===== src/shared/nvm_defs.svh =====
`ifndef NVM_DEFS_SVH
`define NVM_DEFS_SVH

// Register offsets
`define NVM_ADDR_OFS 8'h01
`define NVM_DATA_OFS 8'h03
`define NVM_CTRL_OFS 8'h04

// Control register field positions
`define CTL_RUN_BIT 7
`define CTL_IRQ_EN_BIT 6
`define CTL_FLAG_BIT 5
`define CTL_BUSY_BIT 4
`define CTL_MODE_MSB 3
`define CTL_MODE_LSB 1

// Mode codes of the three mode bits
`define MODE_READ 3'h0
`define MODE_INC 3'h2
`define MODE_ERASE_WRITE 3'h4
`define MODE_ERASE 3'h7
`define MODE_WRITE_TOP 2'h1
`define MODE_BAD_A 3'h1
`define MODE_BAD_B 3'h5
`define MODE_BAD_C 3'h6

// Reset values
`define ADDR_RESET 7'h00
`define CTRL_RESET 8'h00
`define READ_IDLE 8'h00

// Content of an erased byte
`define ERASED_BYTE 8'h00

// Last latch index
`define LAST_LATCH 2'h3

`endif


===== src/shared/nvm_pkg.sv =====
`default_nettype none

package nvm_pkg;

	typedef enum logic [1:0] {
		ST_IDLE = 2'b00,
		ST_ERASE = 2'b01,
		ST_WRITE = 2'b10
	} cycle_state_t;

endpackage

`default_nettype wire


===== src/shared/nvm_array_if.sv =====
`default_nettype none

interface nvm_array_if;
	logic [6:0] rd_addr;
	logic [7:0] rd_data;
	logic commit;
	logic erase;
	logic [4:0] page;
	logic [3:0] flags;
	logic [3:0][7:0] latches;

	modport ctrl (
		output rd_addr, commit, erase, page, flags, latches,
		input rd_data
	);

	modport store (
		input rd_addr, commit, erase, page, flags, latches,
		output rd_data
	);
endinterface

`default_nettype wire


===== src/rtl/eeprom_page_access_unit.sv =====
// Notes on behaviour
// [RULE1] Pointer steps after reads and write or erase/write cycles, not after erase.
// [RULE2] Pointer wraps to zero past its top count.
// [RULE3] Pointer top bit always reads zero; seven bits carry the address.
// [RULE4] Bits six to two pick the page; low bits ignored in page cycles.
// [RULE5] Reads use the low two bits as byte within the page.
// [RULE6] Latch loads use the low two bits to pick the latch.
// [RULE7] Increment mode steps the latch subcounter, stopping at latch three.
// [RULE8] Data port read returns the addressed array byte at once.
// [RULE9] Data port write fills a latch and leaves the array alone.
// [RULE10] Loading a latch sets its byte-select flag.
// [RULE11] Latches are write only and accumulate bits by OR.
// [RULE12] Every array cycle ends by clearing all latches and flags.
// [RULE13] Software never touches the factory test register.
// [RULE14] Software starts an access only with the in-progress bit clear.
// [RULE15] Software leaves registers alone during a cycle or its setup.
// [RULE16] Software loads the interval reload for 5 ms before timed cycles.
// [RULE17] Cycle end clears in-progress; interrupt only when both enables are set.
// [RULE18] Write and erase take one interval; erase/write takes two.
// [RULE19] Bytes with clear flags stay untouched by page cycles.
// [RULE20] Erase page erases exactly the flagged bytes.
// [RULE21] Write page ORs each flagged latch into its page byte.
// [RULE22] Erase/write erases flagged bytes, then writes the latches into them.
// [RULE23] In-progress bit and three mode bits select the operation; some codes forbidden.
// [RULE24] Setting in-progress launches the timed cycle and the interval timer.
// [RULE25] Final underflow stops timer, sets flag, clears in-progress and mode.
//
// Local design decision: the address-and-strobe port.
`include "nvm_defs.svh"
`default_nettype none

module eeprom_page_access_unit (
	// Clock and reset
	input wire logic clock_in,
	input wire logic rst_in,
	// Register port
	input wire logic [7:0] addr_in,
	input wire logic [7:0] wdata_in,
	input wire logic wr_in,
	input wire logic rd_in,
	output logic [7:0] rdata_out,
	// Interval timer
	output logic timer_load_out,
	output logic timer_run_out,
	input wire logic timer_underflow_in,
	// Interrupt
	input wire logic shared_irq_enable_in,
	output logic interval_irq_out
);

	logic [6:0] nvm_address_pointer;
	logic timer_run;
	logic interval_irq_enable;
	logic interval_underflow_flag;
	logic cycle_in_progress;
	logic [2:0] mode_bits;
	logic [3:0][7:0] write_latches;
	logic [3:0] byte_select_flags;
	nvm_pkg::cycle_state_t state;
	nvm_pkg::cycle_state_t next_state;

	logic wr_addr;
	logic wr_data;
	logic wr_ctrl;
	logic rd_data;
	logic [2:0] new_mode;
	logic new_mode_bad;
	logic new_is_write;
	logic new_is_timed;
	logic launch;
	logic underflow;
	logic cycle_end;
	logic phase_reload;
	logic [1:0] latch_sel;

	// Reset image of the control byte
	localparam logic [7:0] CTRL_INIT = `CTRL_RESET;

	nvm_array_if arr_bus();

	nvm_array #(
		.PAGES(32)
	) u_array (
		.clock_in(clock_in),
		.arr(arr_bus)
	);

	// Register strobes
	always_comb begin
		wr_addr = 1'b0;
		wr_data = 1'b0;
		wr_ctrl = 1'b0;
		if (addr_in == `NVM_ADDR_OFS) begin
			wr_addr = wr_in;
		end else if (addr_in == `NVM_DATA_OFS) begin
			wr_data = wr_in;
		end else if (addr_in == `NVM_CTRL_OFS) begin
			wr_ctrl = wr_in;
		end
	end

	assign rd_data = rd_in && (addr_in == `NVM_DATA_OFS);
	assign latch_sel = nvm_address_pointer[1:0];

	// Mode decode of a control write
	assign new_mode = wdata_in[`CTL_MODE_MSB:`CTL_MODE_LSB];
	assign new_mode_bad = (new_mode == `MODE_BAD_A) || (new_mode == `MODE_BAD_B)
		|| (new_mode == `MODE_BAD_C); // [RULE23]
	assign new_is_write = (new_mode[2:1] == `MODE_WRITE_TOP);
	assign new_is_timed = new_is_write || (new_mode == `MODE_ERASE_WRITE)
		|| (new_mode == `MODE_ERASE); // [RULE23]

	// A timed cycle starts only from idle with a valid code
	assign launch = wr_ctrl && !cycle_in_progress && wdata_in[`CTL_BUSY_BIT]
		&& new_is_timed && !new_mode_bad; // [RULE24] [RULE14]

	assign underflow = timer_underflow_in && (state != nvm_pkg::ST_IDLE);

	// Cycle sequencer
	always_comb begin
		next_state = state;
		case (state)
			nvm_pkg::ST_IDLE: begin
				if (launch) begin
					next_state = new_is_write ? nvm_pkg::ST_WRITE : nvm_pkg::ST_ERASE;
				end
			end
			nvm_pkg::ST_ERASE: begin
				if (underflow) begin
					next_state = (mode_bits == `MODE_ERASE_WRITE) ?
						nvm_pkg::ST_WRITE : nvm_pkg::ST_IDLE; // [RULE18] [RULE22]
				end
			end
			nvm_pkg::ST_WRITE: begin
				if (underflow) begin
					next_state = nvm_pkg::ST_IDLE;
				end
			end
			default: begin
				next_state = nvm_pkg::ST_IDLE;
			end
		endcase
	end

	always_ff @(posedge clock_in) begin
		if (rst_in) begin
			state <= nvm_pkg::ST_IDLE;
		end else begin
			state <= next_state;
		end
	end

	assign cycle_end = underflow && (next_state == nvm_pkg::ST_IDLE);

	// Second interval of an erase/write reloads the timer
	assign phase_reload = underflow && (state == nvm_pkg::ST_ERASE)
		&& (next_state == nvm_pkg::ST_WRITE); // [RULE18]
	assign timer_load_out = launch || phase_reload; // [RULE24]
	assign timer_run_out = timer_run;

	// Array commit at the end of each interval
	assign arr_bus.rd_addr = nvm_address_pointer; // [RULE5]
	assign arr_bus.page = nvm_address_pointer[6:2]; // [RULE4]
	assign arr_bus.commit = underflow;
	assign arr_bus.erase = (state == nvm_pkg::ST_ERASE); // [RULE20] [RULE22]
	assign arr_bus.flags = byte_select_flags; // [RULE19]
	assign arr_bus.latches = write_latches; // [RULE21]

	// Control register
	always_ff @(posedge clock_in) begin
		if (rst_in) begin
			timer_run <= CTRL_INIT[`CTL_RUN_BIT];
			interval_irq_enable <= CTRL_INIT[`CTL_IRQ_EN_BIT];
			cycle_in_progress <= CTRL_INIT[`CTL_BUSY_BIT];
			mode_bits <= CTRL_INIT[`CTL_MODE_MSB:`CTL_MODE_LSB];
		end else begin
			if (wr_ctrl) begin
				interval_irq_enable <= wdata_in[`CTL_IRQ_EN_BIT];
			end
			if (cycle_end) begin
				timer_run <= 1'b0; // [RULE25]
				cycle_in_progress <= 1'b0; // [RULE17] [RULE25]
				mode_bits <= `MODE_READ; // [RULE25]
			end else if (launch) begin
				timer_run <= 1'b1; // [RULE24]
				cycle_in_progress <= 1'b1; // [RULE24]
				mode_bits <= new_mode;
			end else if (wr_ctrl) begin
				timer_run <= wdata_in[`CTL_RUN_BIT];
				if (!cycle_in_progress && !new_mode_bad) begin
					mode_bits <= new_mode; // [RULE23]
				end
			end
		end
	end

	// Timer flag: underflow wins over a software clear
	always_ff @(posedge clock_in) begin
		if (rst_in) begin
			interval_underflow_flag <= CTRL_INIT[`CTL_FLAG_BIT];
		end else if (timer_underflow_in) begin
			interval_underflow_flag <= 1'b1; // [RULE25]
		end else if (wr_ctrl) begin
			interval_underflow_flag <= wdata_in[`CTL_FLAG_BIT];
		end
	end

	assign interval_irq_out = interval_underflow_flag && interval_irq_enable
		&& shared_irq_enable_in; // [RULE17]

	// Address pointer
	always_ff @(posedge clock_in) begin
		if (rst_in) begin
			nvm_address_pointer <= `ADDR_RESET;
		end else if (wr_addr) begin
			nvm_address_pointer <= wdata_in[6:0]; // [RULE3]
		end else if (rd_data) begin
			nvm_address_pointer <= nvm_address_pointer + 7'h01; // [RULE1] [RULE2]
		end else if (cycle_end && (mode_bits != `MODE_ERASE)) begin
			nvm_address_pointer <= nvm_address_pointer + 7'h01; // [RULE1] [RULE2]
		end else if (wr_data && (mode_bits == `MODE_INC) && (latch_sel != `LAST_LATCH)) begin
			nvm_address_pointer[1:0] <= latch_sel + 2'h1; // [RULE7]
		end
	end

	// Write latches and byte-select flags
	always_ff @(posedge clock_in) begin
		if (rst_in) begin
			write_latches <= '0;
			byte_select_flags <= 4'h0;
		end else if (cycle_end) begin
			write_latches <= '0; // [RULE12]
			byte_select_flags <= 4'h0; // [RULE12]
		end else if (wr_data) begin
			write_latches[latch_sel] <= write_latches[latch_sel] | wdata_in; // [RULE6] [RULE9] [RULE11]
			byte_select_flags[latch_sel] <= 1'b1; // [RULE10]
		end
	end

	// Read data, valid in the cycle after the strobe only
	always_ff @(posedge clock_in) begin
		if (rst_in) begin
			rdata_out <= `READ_IDLE;
		end else if (rd_in && (addr_in == `NVM_ADDR_OFS)) begin
			rdata_out <= {1'b0, nvm_address_pointer}; // [RULE3]
		end else if (rd_data) begin
			rdata_out <= arr_bus.rd_data; // [RULE8]
		end else if (rd_in && (addr_in == `NVM_CTRL_OFS)) begin
			rdata_out <= {timer_run, interval_irq_enable, interval_underflow_flag,
				cycle_in_progress, mode_bits, 1'b0};
		end else begin
			rdata_out <= `READ_IDLE; // [RULE11]
		end
	end
endmodule // eeprom_page_access_unit

`default_nettype wire


===== src/rtl/nvm_array.sv =====
`include "nvm_defs.svh"
`default_nettype none

module nvm_array #(
	parameter int PAGES = 32
) (
	// Clock
	input wire logic clock_in,
	// Array access
	nvm_array_if.store arr
);

	logic [7:0] lane_rd [4];

	// One storage lane per byte position of a page
	genvar g;
	generate
		for (g = 0; g < 4; g++) begin : g_lane
			logic [7:0] lane_mem [PAGES];

			always_ff @(posedge clock_in) begin
				if (arr.commit && arr.flags[g]) begin // [RULE19]
					if (arr.erase) begin
						lane_mem[arr.page] <= `ERASED_BYTE; // [RULE20]
					end else begin
						lane_mem[arr.page] <= lane_mem[arr.page] | arr.latches[g]; // [RULE21]
					end
				end
			end

			assign lane_rd[g] = lane_mem[arr.rd_addr[6:2]];
		end
	endgenerate

	assign arr.rd_data = lane_rd[arr.rd_addr[1:0]]; // [RULE5]

endmodule // nvm_array

`default_nettype wire


===== config.mk =====
export PLATFORM = sky130hd
export DESIGN_NAME = eeprom_page_access_unit
export DESIGN_NICKNAME = d
export VERILOG_FILES = /design/src/shared/nvm_pkg.sv /design/src/shared/nvm_array_if.sv /design/src/rtl/eeprom_page_access_unit.sv /design/src/rtl/nvm_array.sv
export VERILOG_INCLUDE_DIRS = /design/src /design/src/shared
export SDC_FILE = /design/constraint.sdc
export NUM_CORES = 1
export LEC_CHECK = 0
export BUFFER_PORTS_ARGS = -buffer_cell sky130_fd_sc_hd__buf_2
export CORE_ASPECT_RATIO = 1.4
export CORE_MARGIN = 10
export CORE_UTILIZATION = 35
export DETAILED_ROUTE_END_ITERATION = 8
export MAX_ROUTING_LAYER = met4
export SETUP_SLACK_MARGIN = 0.4
export SLEW_MARGIN = 30
export SYNTH_ARGS = -nofsm -noshare
export SYNTH_HDL_FRONTEND = slang
export SYNTH_SLANG_ARGS = --single-unit

===== constraint.sdc =====
create_clock -name clock_in -period 5.2 [get_ports clock_in]
set_input_delay 0.78 -clock clock_in [delete_from_list [all_inputs] [get_ports clock_in]]
set_output_delay 0.78 -clock clock_in [all_outputs]
set_load 0.01 [all_outputs]

Word level (Yosys, flattened, before mapping)
Memories as Yosys holds them, arrays and structs flattened. A register that Yosys moved wholly into a read port is not among the register bits.
Cells that the tools add are included.
Widths: inputs -> output; s select.
{"block": "classes", "n_addsub": 2, "mul": 0, "n_div": 0, "magnitude_cmp": 3, "n_eq_ne": 16, "shift": 0, "mux": 67, "bitwise": 11, "n_reduce_logical": 40}
{"operator": "$mux 8", "count": 10}
{"operator": "$mux 5", "count": 9}
{"operator": "$or 8x8->8", "count": 5}
{"operator": "$bmux 8 s2", "count": 2}
{"operator": "$bwmux 32", "count": 1}
{"operator": "$mux 1", "count": 29}
{"operator": "$logic_and 1x1->1", "count": 22}
{"operator": "$mux 7", "count": 3}
{"operator": "$demux 8 s2", "count": 1}
{"operator": "$eq 3x3->1 const B", "count": 5}
{"operator": "$mux 2", "count": 7}
{"operator": "$mux 3", "count": 3}
{"operator": "$eq 8x1->1 const B", "count": 1}
{"operator": "$eq 8x2->1 const B", "count": 1}
{"operator": "$eq 8x3->1 const B", "count": 1}
{"operator": "$reduce_bool 2->1", "count": 4}
{"operator": "$add 7x1->7 const B", "count": 1}
{"operator": "$pmux 2 s3", "count": 1}
{"operator": "$logic_or 1x1->1", "count": 5}
{"operator": "$eq 2x1->1 const B", "count": 2}
{"operator": "$eq 2x2->1 const B", "count": 2}
{"operator": "$logic_not 2->1", "count": 2}
{"operator": "$or 1x1->1", "count": 4}
{"operator": "$or 4x4->4", "count": 1}
{"operator": "15 further kinds", "count": 17}
{"block": "word_totals", "register_bits": 60, "latch_bits": 0, "mem_bits_rw": 1024, "mem_bits_ro": 0, "input_bits": 22, "output_inout_bits": 11, "elab_cells": 158, "memories": 4}
{"memory": "u_array.g_lane[0].lane_mem", "words": 32, "word_bits": 8, "rd": 1, "rd_ports_with_merged_regs": 1, "write_ports": 1, "line": "nvm_array.sv:19", "text": "logic [7:0] lane_mem [PAGES];"}
{"memory": "u_array.g_lane[1].lane_mem", "words": 32, "word_bits": 8, "rd": 1, "rd_ports_with_merged_regs": 1, "write_ports": 1, "line": "nvm_array.sv:19"}
{"memory": "u_array.g_lane[2].lane_mem", "words": 32, "word_bits": 8, "rd": 1, "rd_ports_with_merged_regs": 1, "write_ports": 1, "line": "nvm_array.sv:19"}
{"memory": "u_array.g_lane[3].lane_mem", "words": 32, "word_bits": 8, "rd": 1, "rd_ports_with_merged_regs": 1, "write_ports": 1, "line": "nvm_array.sv:19"}

Depth between registers and ports, before layout
Gate-level depths: netlist of run 1.
{"block": "depth", "depth_word": 18, "mapped_depth": 10}

By module
Synthesis of run 1 repeated with hierarchy kept, for this count alone.
{"block": "hier_totals", "cells_unflattened": 2544, "area_unflattened_um2": 50515.9}
{"module": "nvm_array", "instances": 1, "cells_each": 2221, "area_each_um2": 47523.1, "seq_area_each_um2": 30749.5}
{"module": "eeprom_page_access_unit", "instances": 1, "cells_each": 323, "area_each_um2": 2992.9, "seq_area_each_um2": 1201.2}

Worst setup path after synthesis of run 1
Ideal clock, no wire load.
{"block": "synth_path", "path_type": "input port to output port", "from": "input port addr_in[6]", "to": "output port timer_load_out", "t_arrival_ns": 2.027, "path_slack_ns": 2.393, "stages": 4, "cell_sequence": "or4_4 -> nor4_2 -> nand2_1 -> nand2_1"}
{"block": "synth_between", "elab_chain_len": 13, "word_cells_on_any_way": 15, "cone_classes": "4 x eq/ne; 5 x mux; 6 x reduce/logical"}
{"item": "start, declared", "line": "eeprom_page_access_unit.sv:37", "text": "input wire logic [7:0] addr_in,"}
{"item": "$eq 8x3->1 (no source line)"}
{"item": "$mux 1", "line": "eeprom_page_access_unit.sv:97", "text": "end else if (addr_in == `NVM_CTRL_OFS) begin"}
{"item": "$mux 1", "line": "eeprom_page_access_unit.sv:95", "text": "end else if (addr_in == `NVM_DATA_OFS) begin"}
{"item": "$mux 1 *", "line": "eeprom_page_access_unit.sv:93", "text": "if (addr_in == `NVM_ADDR_OFS) begin"}
{"item": "$logic_and 1x1->1 * (4 in series)", "line": "eeprom_page_access_unit.sv:114", "text": "assign launch = wr_ctrl && !cycle_in_progress && wdata_in[`CTL_BUSY_BIT]"}
{"item": "$mux 2", "line": "eeprom_page_access_unit.sv:124", "text": "if (launch) begin"}
{"item": "$pmux 2 s3", "line": "eeprom_page_access_unit.sv:122", "text": "case (state)"}
{"item": "$eq 2x2->1", "line": "eeprom_page_access_unit.sv:157", "text": "&& (next_state == nvm_pkg::ST_WRITE);"}
{"item": "$logic_and 1x1->1", "line": "eeprom_page_access_unit.sv:157"}
{"item": "$logic_or 1x1->1 *", "line": "eeprom_page_access_unit.sv:158", "text": "assign timer_load_out = launch || phase_reload;"}
{"item": "end, declared", "line": "eeprom_page_access_unit.sv:43", "text": "output logic timer_load_out,"}
Every way passes the cells marked *; elsewhere a longest branch is shown, timed or not.

==> metrics, run 1 <==
status complete, no violations; NumNets Final 2842; vias in the first global route 23900; P&R area growth vs syn 13.7%; Critical Path Slowest Stage Cell nor4_2; area of the multi-input gates 0.0106 mm2; count of flip-flops with a built-in enable after synthesis 1024; Routability Congestion 0.885; initial antenna violation count 4; most common cell in the netlist edfxtp_1; setup_tns 0 ns; Worst path top cell family by delay compound AO/OA/AOI/OAI gates; TritonCTS buffer count 91; sequential power share 57.6%; Post-CTS Setup Inserts 0; total die area 0.139 mm2; FF/Latch Area 0.0321 mm2; antenna viol nets, final 0; global route overflow 0; remaining routing DRC violations 0; dpl ws 1.11 ns; Max-cap violations 0; # IOs 33; Clock Latency Late Sink 0.68 ns; final setup fails 0; Avg Cell Area, Syn 16.3 um2; top_reg_cell synth edfxtp_1; Hold Crit Class in -> reg; root buf cell clkbuf_16; critical path peak fanout 33; Cell variety after synth 51; Cells after DPL 4340; share of layout cells above drive strength 1 13.8%; post-route setup slack 1.11 ns; worst path arrival time 4.66 ns; Final HPWL DP 73.0 mm; DRT Wirelength 114 mm; clock sinks 1089; worst slew pin tran 1.04 ns; initial core utilization 35.3%; post-synthesis adder-cell area fraction 0.115%; switching part of the total 18.8%; Die H 437 um; die width 318 um; Slew headroom 30.2%; IO buf count 32; post-CTS sizing 0; Power Internal 13300 uW; RSZ-0062 raised after global routing false; Cell Area, Synth 0.0435 mm2; FMAX 245 MHz; Final Hold Viols 0; H-Tree Level Count 3; Worst Setup Start Kind flop; ys async rst share 0%; area share of the leading cell type in the synthesized netlist 70.7%; Fillers 11100; cell taking the most area after synthesis edfxtp_1; hold buffer count at cts 0; DR vias/cell 5.36; xor and xnor area share after synthesis 0.0403%; CTS tree done; Yosys reg bits 1089; DR vias 24200; post-synthesis sequential area ratio 73.7%; compound-gate portion of the synthesized area 7.77%; Clock power frac 42.1%; worst vdd ir 0.363 mV; max-slew violations 0; largest net degree at the start of global routing 66; max incr delay on CP 0.69 ns; initial drt markers 2176; Syn. warnings 0; CP required 5.78 ns; Lkg Pwr 0.0175 uW; Non-Filler Instances 4507; CP cell instances buf_12 > buf_12 > buf_4 > buf_4 > mux2i_1 > a22oi_1 > a21oi_1 > nor4_2 > a22o_1 > a221oi_1 > o22ai_1; first-pass GRT wire length 165 mm; Synth top cells by count edfxtp_1, mux2i_1, a22oi_1; post-synth net total 2700; post-synthesis mux area share 12.5%; maximum clock path buffer count 3; Simple-Gate Fraction of Synth Area 3.80%; clock skew 0.0327 ns; largest cells by area after synthesis edfxtp_1, mux2i_1, a22oi_1, dfxtp_1, a21oi_1; switching power 3070 uW; largest family of logic cells by synthesized area multiplexers; FP Rows 152; crit path capture type flop; router iterations before antenna repair 7; worst setup path class reg -> reg; Syn Inst Count 2674; Core ar. 0.123 mm2; P per Cell Area 331 mW/mm2; fin crit period 4.09 ns; mean routed wirelength per cell 25.3 um; total global-route track usage 16.3%; Tcrit/Tclk final 78.6%; Comb pwr share 0.3%; clk slew on worst S/H paths 0.07 ns; Crit path buffers/inverters 4
-- kinds of logic (layout without fill, tap and decap cells) --
| family | Yosys count | count (layout) |
|---|---|---|
| other | 0 | 2 |
| xor gates and xnor gates | 2 | 2 |
| AOI/OAI and AO/OA | 506 | 506 |
| and+or+nand+nor | 360 | 360 |
| adders and majority gates | 4 | 4 |
| muxes | 534 | 534 |
| DFF | 1089 | 1089 |
| buffers and inverters | 179 | 393 |
-- placed cells by master (no fill, tap or decap), types with 31 or more instances in the layout --
| master | synthesis | layout |
|---|---|---|
| a21oi_1 | 167 | 167 |
| a22oi_1 | 263 | 263 |
| buf_2 | 28 | 32 |
| buf_4 | 44 | 176 |
| clkbuf_16 | 0 | 95 |
| dfxtp_1 | 65 | 64 |
| edfxtp_1 | 1024 | 1024 |
| mux2i_1 | 525 | 525 |
| nand2_1 | 48 | 48 |
| nor2_1 | 190 | 188 |
| nor3_1 | 31 | 31 |
-- per-layer routing --
layer,global-route usage [%],share of wire [%],vias to the layer above
met4,7.83,5.0,0
met5,-,0,-
met1,19.2,40,12400
met2,27.3,50,741
li1,-,-,10800
met3,2.14,5.0,208
-- path summary, 6_finish.rpt --
check | start | end | slack (ns) | depth (start not counted)
worst max register to register | flop | rdata_out[4] | 1.11 | 11
worst min register to register | arr_bus.flags[0] | arr_bus.flags[0] | 0.46 | 2
worst max-delay path | flop | rdata_out[4] | 1.11 | 11
worst min-delay path | wdata_in[6] | interval_irq_enable | 0.44 | 3
-- metrics by stage --
step	utilization (%)	area [um2]	power [uW]	hold WS, ns
after global placement	37.7	46400	9670	0.442
after global routing	40.2	49400	16800	0.458
after floorplan	-	43500	9650	0.434
final	40.2	49400	16400	0.442
after CTS	40.1	49400	16500	0.395
after detailed placement	37.7	46400	9670	0.447
-- power groups by stage --
stage	Sequential [uW]	Clock [uW]	Combinational, uW
2_1_floorplan	9620	0	23.4
3_3_place_gp	9620	0	45.7
3_5_place_dp	9620	0	46.0
4_1_cts	9430	7000	46.3
5_1_grt	9430	7310	50.6
6_report	9430	6880	48.4
-- state kept, by name, indices dropped and copies added, names as in the netlist, named ones only --
name	count
interval_irq_enable	1
state	2
timer_run_out	1
arr_bus.flags	4
arr_bus.rd_addr	7
u_array.g_lane.lane_mem	1024
cycle_in_progress	1
rdata_out	8
arr_bus.latches	32
mode_bits	3
interval_underflow_flag	1
-- worst reg2reg max path, stage by stage, from the launching register on --
cell	delay (ns)
dfxtp_4	0.56
buf_12	0.31
buf_12	0.28
buf_4	0.24
buf_4	0.30
mux2i_1	0.12
a22oi_1	0.26
a21oi_1	0.20
nor4_2	0.69
a22o_1	0.54
a221oi_1	0.22
o22ai_1	0.28
-- area by class of cell --
cell class | count | area share [%]
Timing Repair Buffer | 220 | 3.48
Clock buffer | 119 | 5.07
Tap cell | 1617 | 4.09
Antenna cell | 2 | 0.0101
Multi-Input combinational cell | 1406 | 21.5
Inverter | 8 | 0.0608
Clock inverter | 46 | 0.932
Sequential cell | 1089 | 64.9
(Power assumes the default switching activity.)
==> run 2, diff against run 1 <==
- clock period: 5.2 -> 3.88 ns (I/O delays scaled with it)
==> run 2 against run 1 <==
Cell count is 0.29% higher. Largest cell class unchanged. Count of clock-buffer cells in the layout is 6 lower. Register-to-register slack worse by 0.66 ns. Sequential share of layout area is 0.24 points lower. Highest routed layer unchanged. Flip-flop and latch count stayed put.
==> metrics, run 2 (synthesis gave the netlist of run 1 again) <==
status complete, no violations; IO buf count 32; worst path arrival time 3.99 ns; CP required 4.43 ns; Lkg Pwr 0.0176 uW; antenna viol nets, final 0; Finished Cell Area 0.0496 mm2; fin crit period 3.43 ns; Max-cap violations 0; Routability Congestion 0.903; maximum clock path buffer count 3; initial drt markers 2189; max reg flops 1024; Biggest register u_array.g_lane.lane_mem; NumNets Final 2853; Worst Setup Start Kind flop; share of layout cells above drive strength 1 14.0%; Placed Area 0.0465 mm2; total global-route track usage 16.2%; remaining routing DRC violations 0; clk slew on worst S/H paths 0.07 ns; Global Route met3 Usage 2.06%; die width 318 um; most common cell after layout, fill and taps aside edfxtp_1; worst setup path class reg -> reg; clock skew 0.0388 ns; hold buffer count at cts 0; P per Cell Area 447 mW/mm2; worst slew pin tran 0.989 ns; TritonCTS buffer count 92; GR Layer Usage met2 27.5%; H-Tree Level Count 3; clock sinks 1089; Final HPWL DP 70.7 mm; RSZ-0062 raised after global routing false; Clock Latency Late Sink 0.71 ns; vias in the first global route 24000; Core ar. 0.123 mm2; Slew headroom 34.1%; Cells after DPL 4346; DRT Wirelength 113 mm; most frequent cells in the layout edfxtp_1, mux2i_1, a22oi_1, nor2_1, buf_4; busiest layer in global routing met2; largest net degree at the start of global routing 86; global route overflow 0; post-layout util 40.3%; max incr delay on CP 0.53 ns; crit path capture type flop; Critical Path Slowest Stage Cell a221oi_1; Tcrit/Tclk final 88.4%; Non-Filler Instances 4520; setup_tns 0 ns; initial antenna violation count 1; Hold Crit Class in -> reg; Fillers 11200; critical path peak fanout 85; # IOs 33; CP cell instances nor2b_4 > buf_12 > buf_6 > a22oi_1 > a21oi_1 > nor4_1 > a22o_1 > a221oi_1 > o21ai_0; router iterations before antenna repair 5; root buf cell clkbuf_16; Final Hold Viols 0; FP Rows 152; DR vias 24100; DR vias/cell 5.32; initial core utilization 35.3%; max-slew violations 0; Die H 437 um; first-pass GRT wire length 165 mm; P&R area growth vs syn 14.1%; mean routed wirelength per cell 25.0 um; CTS tree done; FMAX 291 MHz; grt met1 use 19.1%; total die area 0.139 mm2; worst vdd ir 0.458 mV; final setup fails 0
-- run 2: what timing repair did --
action                                  CTS  global route
pin swaps                                 2             1
cloned                                    2             0
resized for setup                         3             2
buffers inserted                          0             2
endpoints found under the setup margin    6             4
-- run 2: layer usage --
| layer | routed length [um] | share of wire, % |
|---|---|---|
| met1 | 45200 | 40 |
| met3 | 5050 | 4.5 |
| met4 | 5050 | 4.5 |
| met5 | 0 | 0 |
| met2 | 57600 | 51 |
-- run 2: final timing paths --
kind | from | end | slack [ns] | cells past startpoint
setup reg to reg | flop | rdata_out[0] | 0.45 | 9
setup / recovery | flop | rdata_out[0] | 0.45 | 9
hold / removal | wdata_in[3] | mode_bits[2] | 0.25 | 3
hold reg to reg | arr_bus.flags[0] | arr_bus.flags[0] | 0.46 | 2
-- run 2: per-stage QoR --
step | setup slack [ns] | hold WS, ns | total power (uW)
6_report | 0.449 | 0.249 | 22200
5_1_grt | 0.407 | 0.265 | 22800
4_1_cts | 0.400 | 0.202 | 22300
3_5_place_dp | 0.262 | 0.452 | 13000
3_3_place_gp | 0.243 | 0.444 | 13000
2_1_floorplan | 1.47 | 0.434 | 12900
-- run 2: cell type report --
cell class / count / area (um2) / share of cell area, %
well taps: 1617 / 2020 / 4.08
multi-input cells: 1408 / 10600 / 21.4
flip-flops and latches: 1089 / 32100 / 64.6
repair buffers: 228 / 1830 / 3.69
inverters: 8 / 30.0 / 0.0605
clock buffers: 113 / 2450 / 4.95
clock inverters: 56 / 604 / 1.22
diodes: 1 / 2.50 / 0.00505
-- run 2: power by group --
group          internal (uW)  total [uW]  switching [uW]
clock network           5310        9480            4170
logic                   19.6        63.8            44.2
registers              12600       12600            1.32
-- run 2: worst max-delay path, delay by kind of cell (launching register included) --
| family | cells | cell delay [ns] |
|---|---|---|
| AO/OA/AOI/OAI | 5 | 1.54 |
| buffers and inverters | 2 | 0.78 |
| flip-flops | 1 | 0.52 |
| AND/OR/NAND/NOR | 2 | 0.41 |
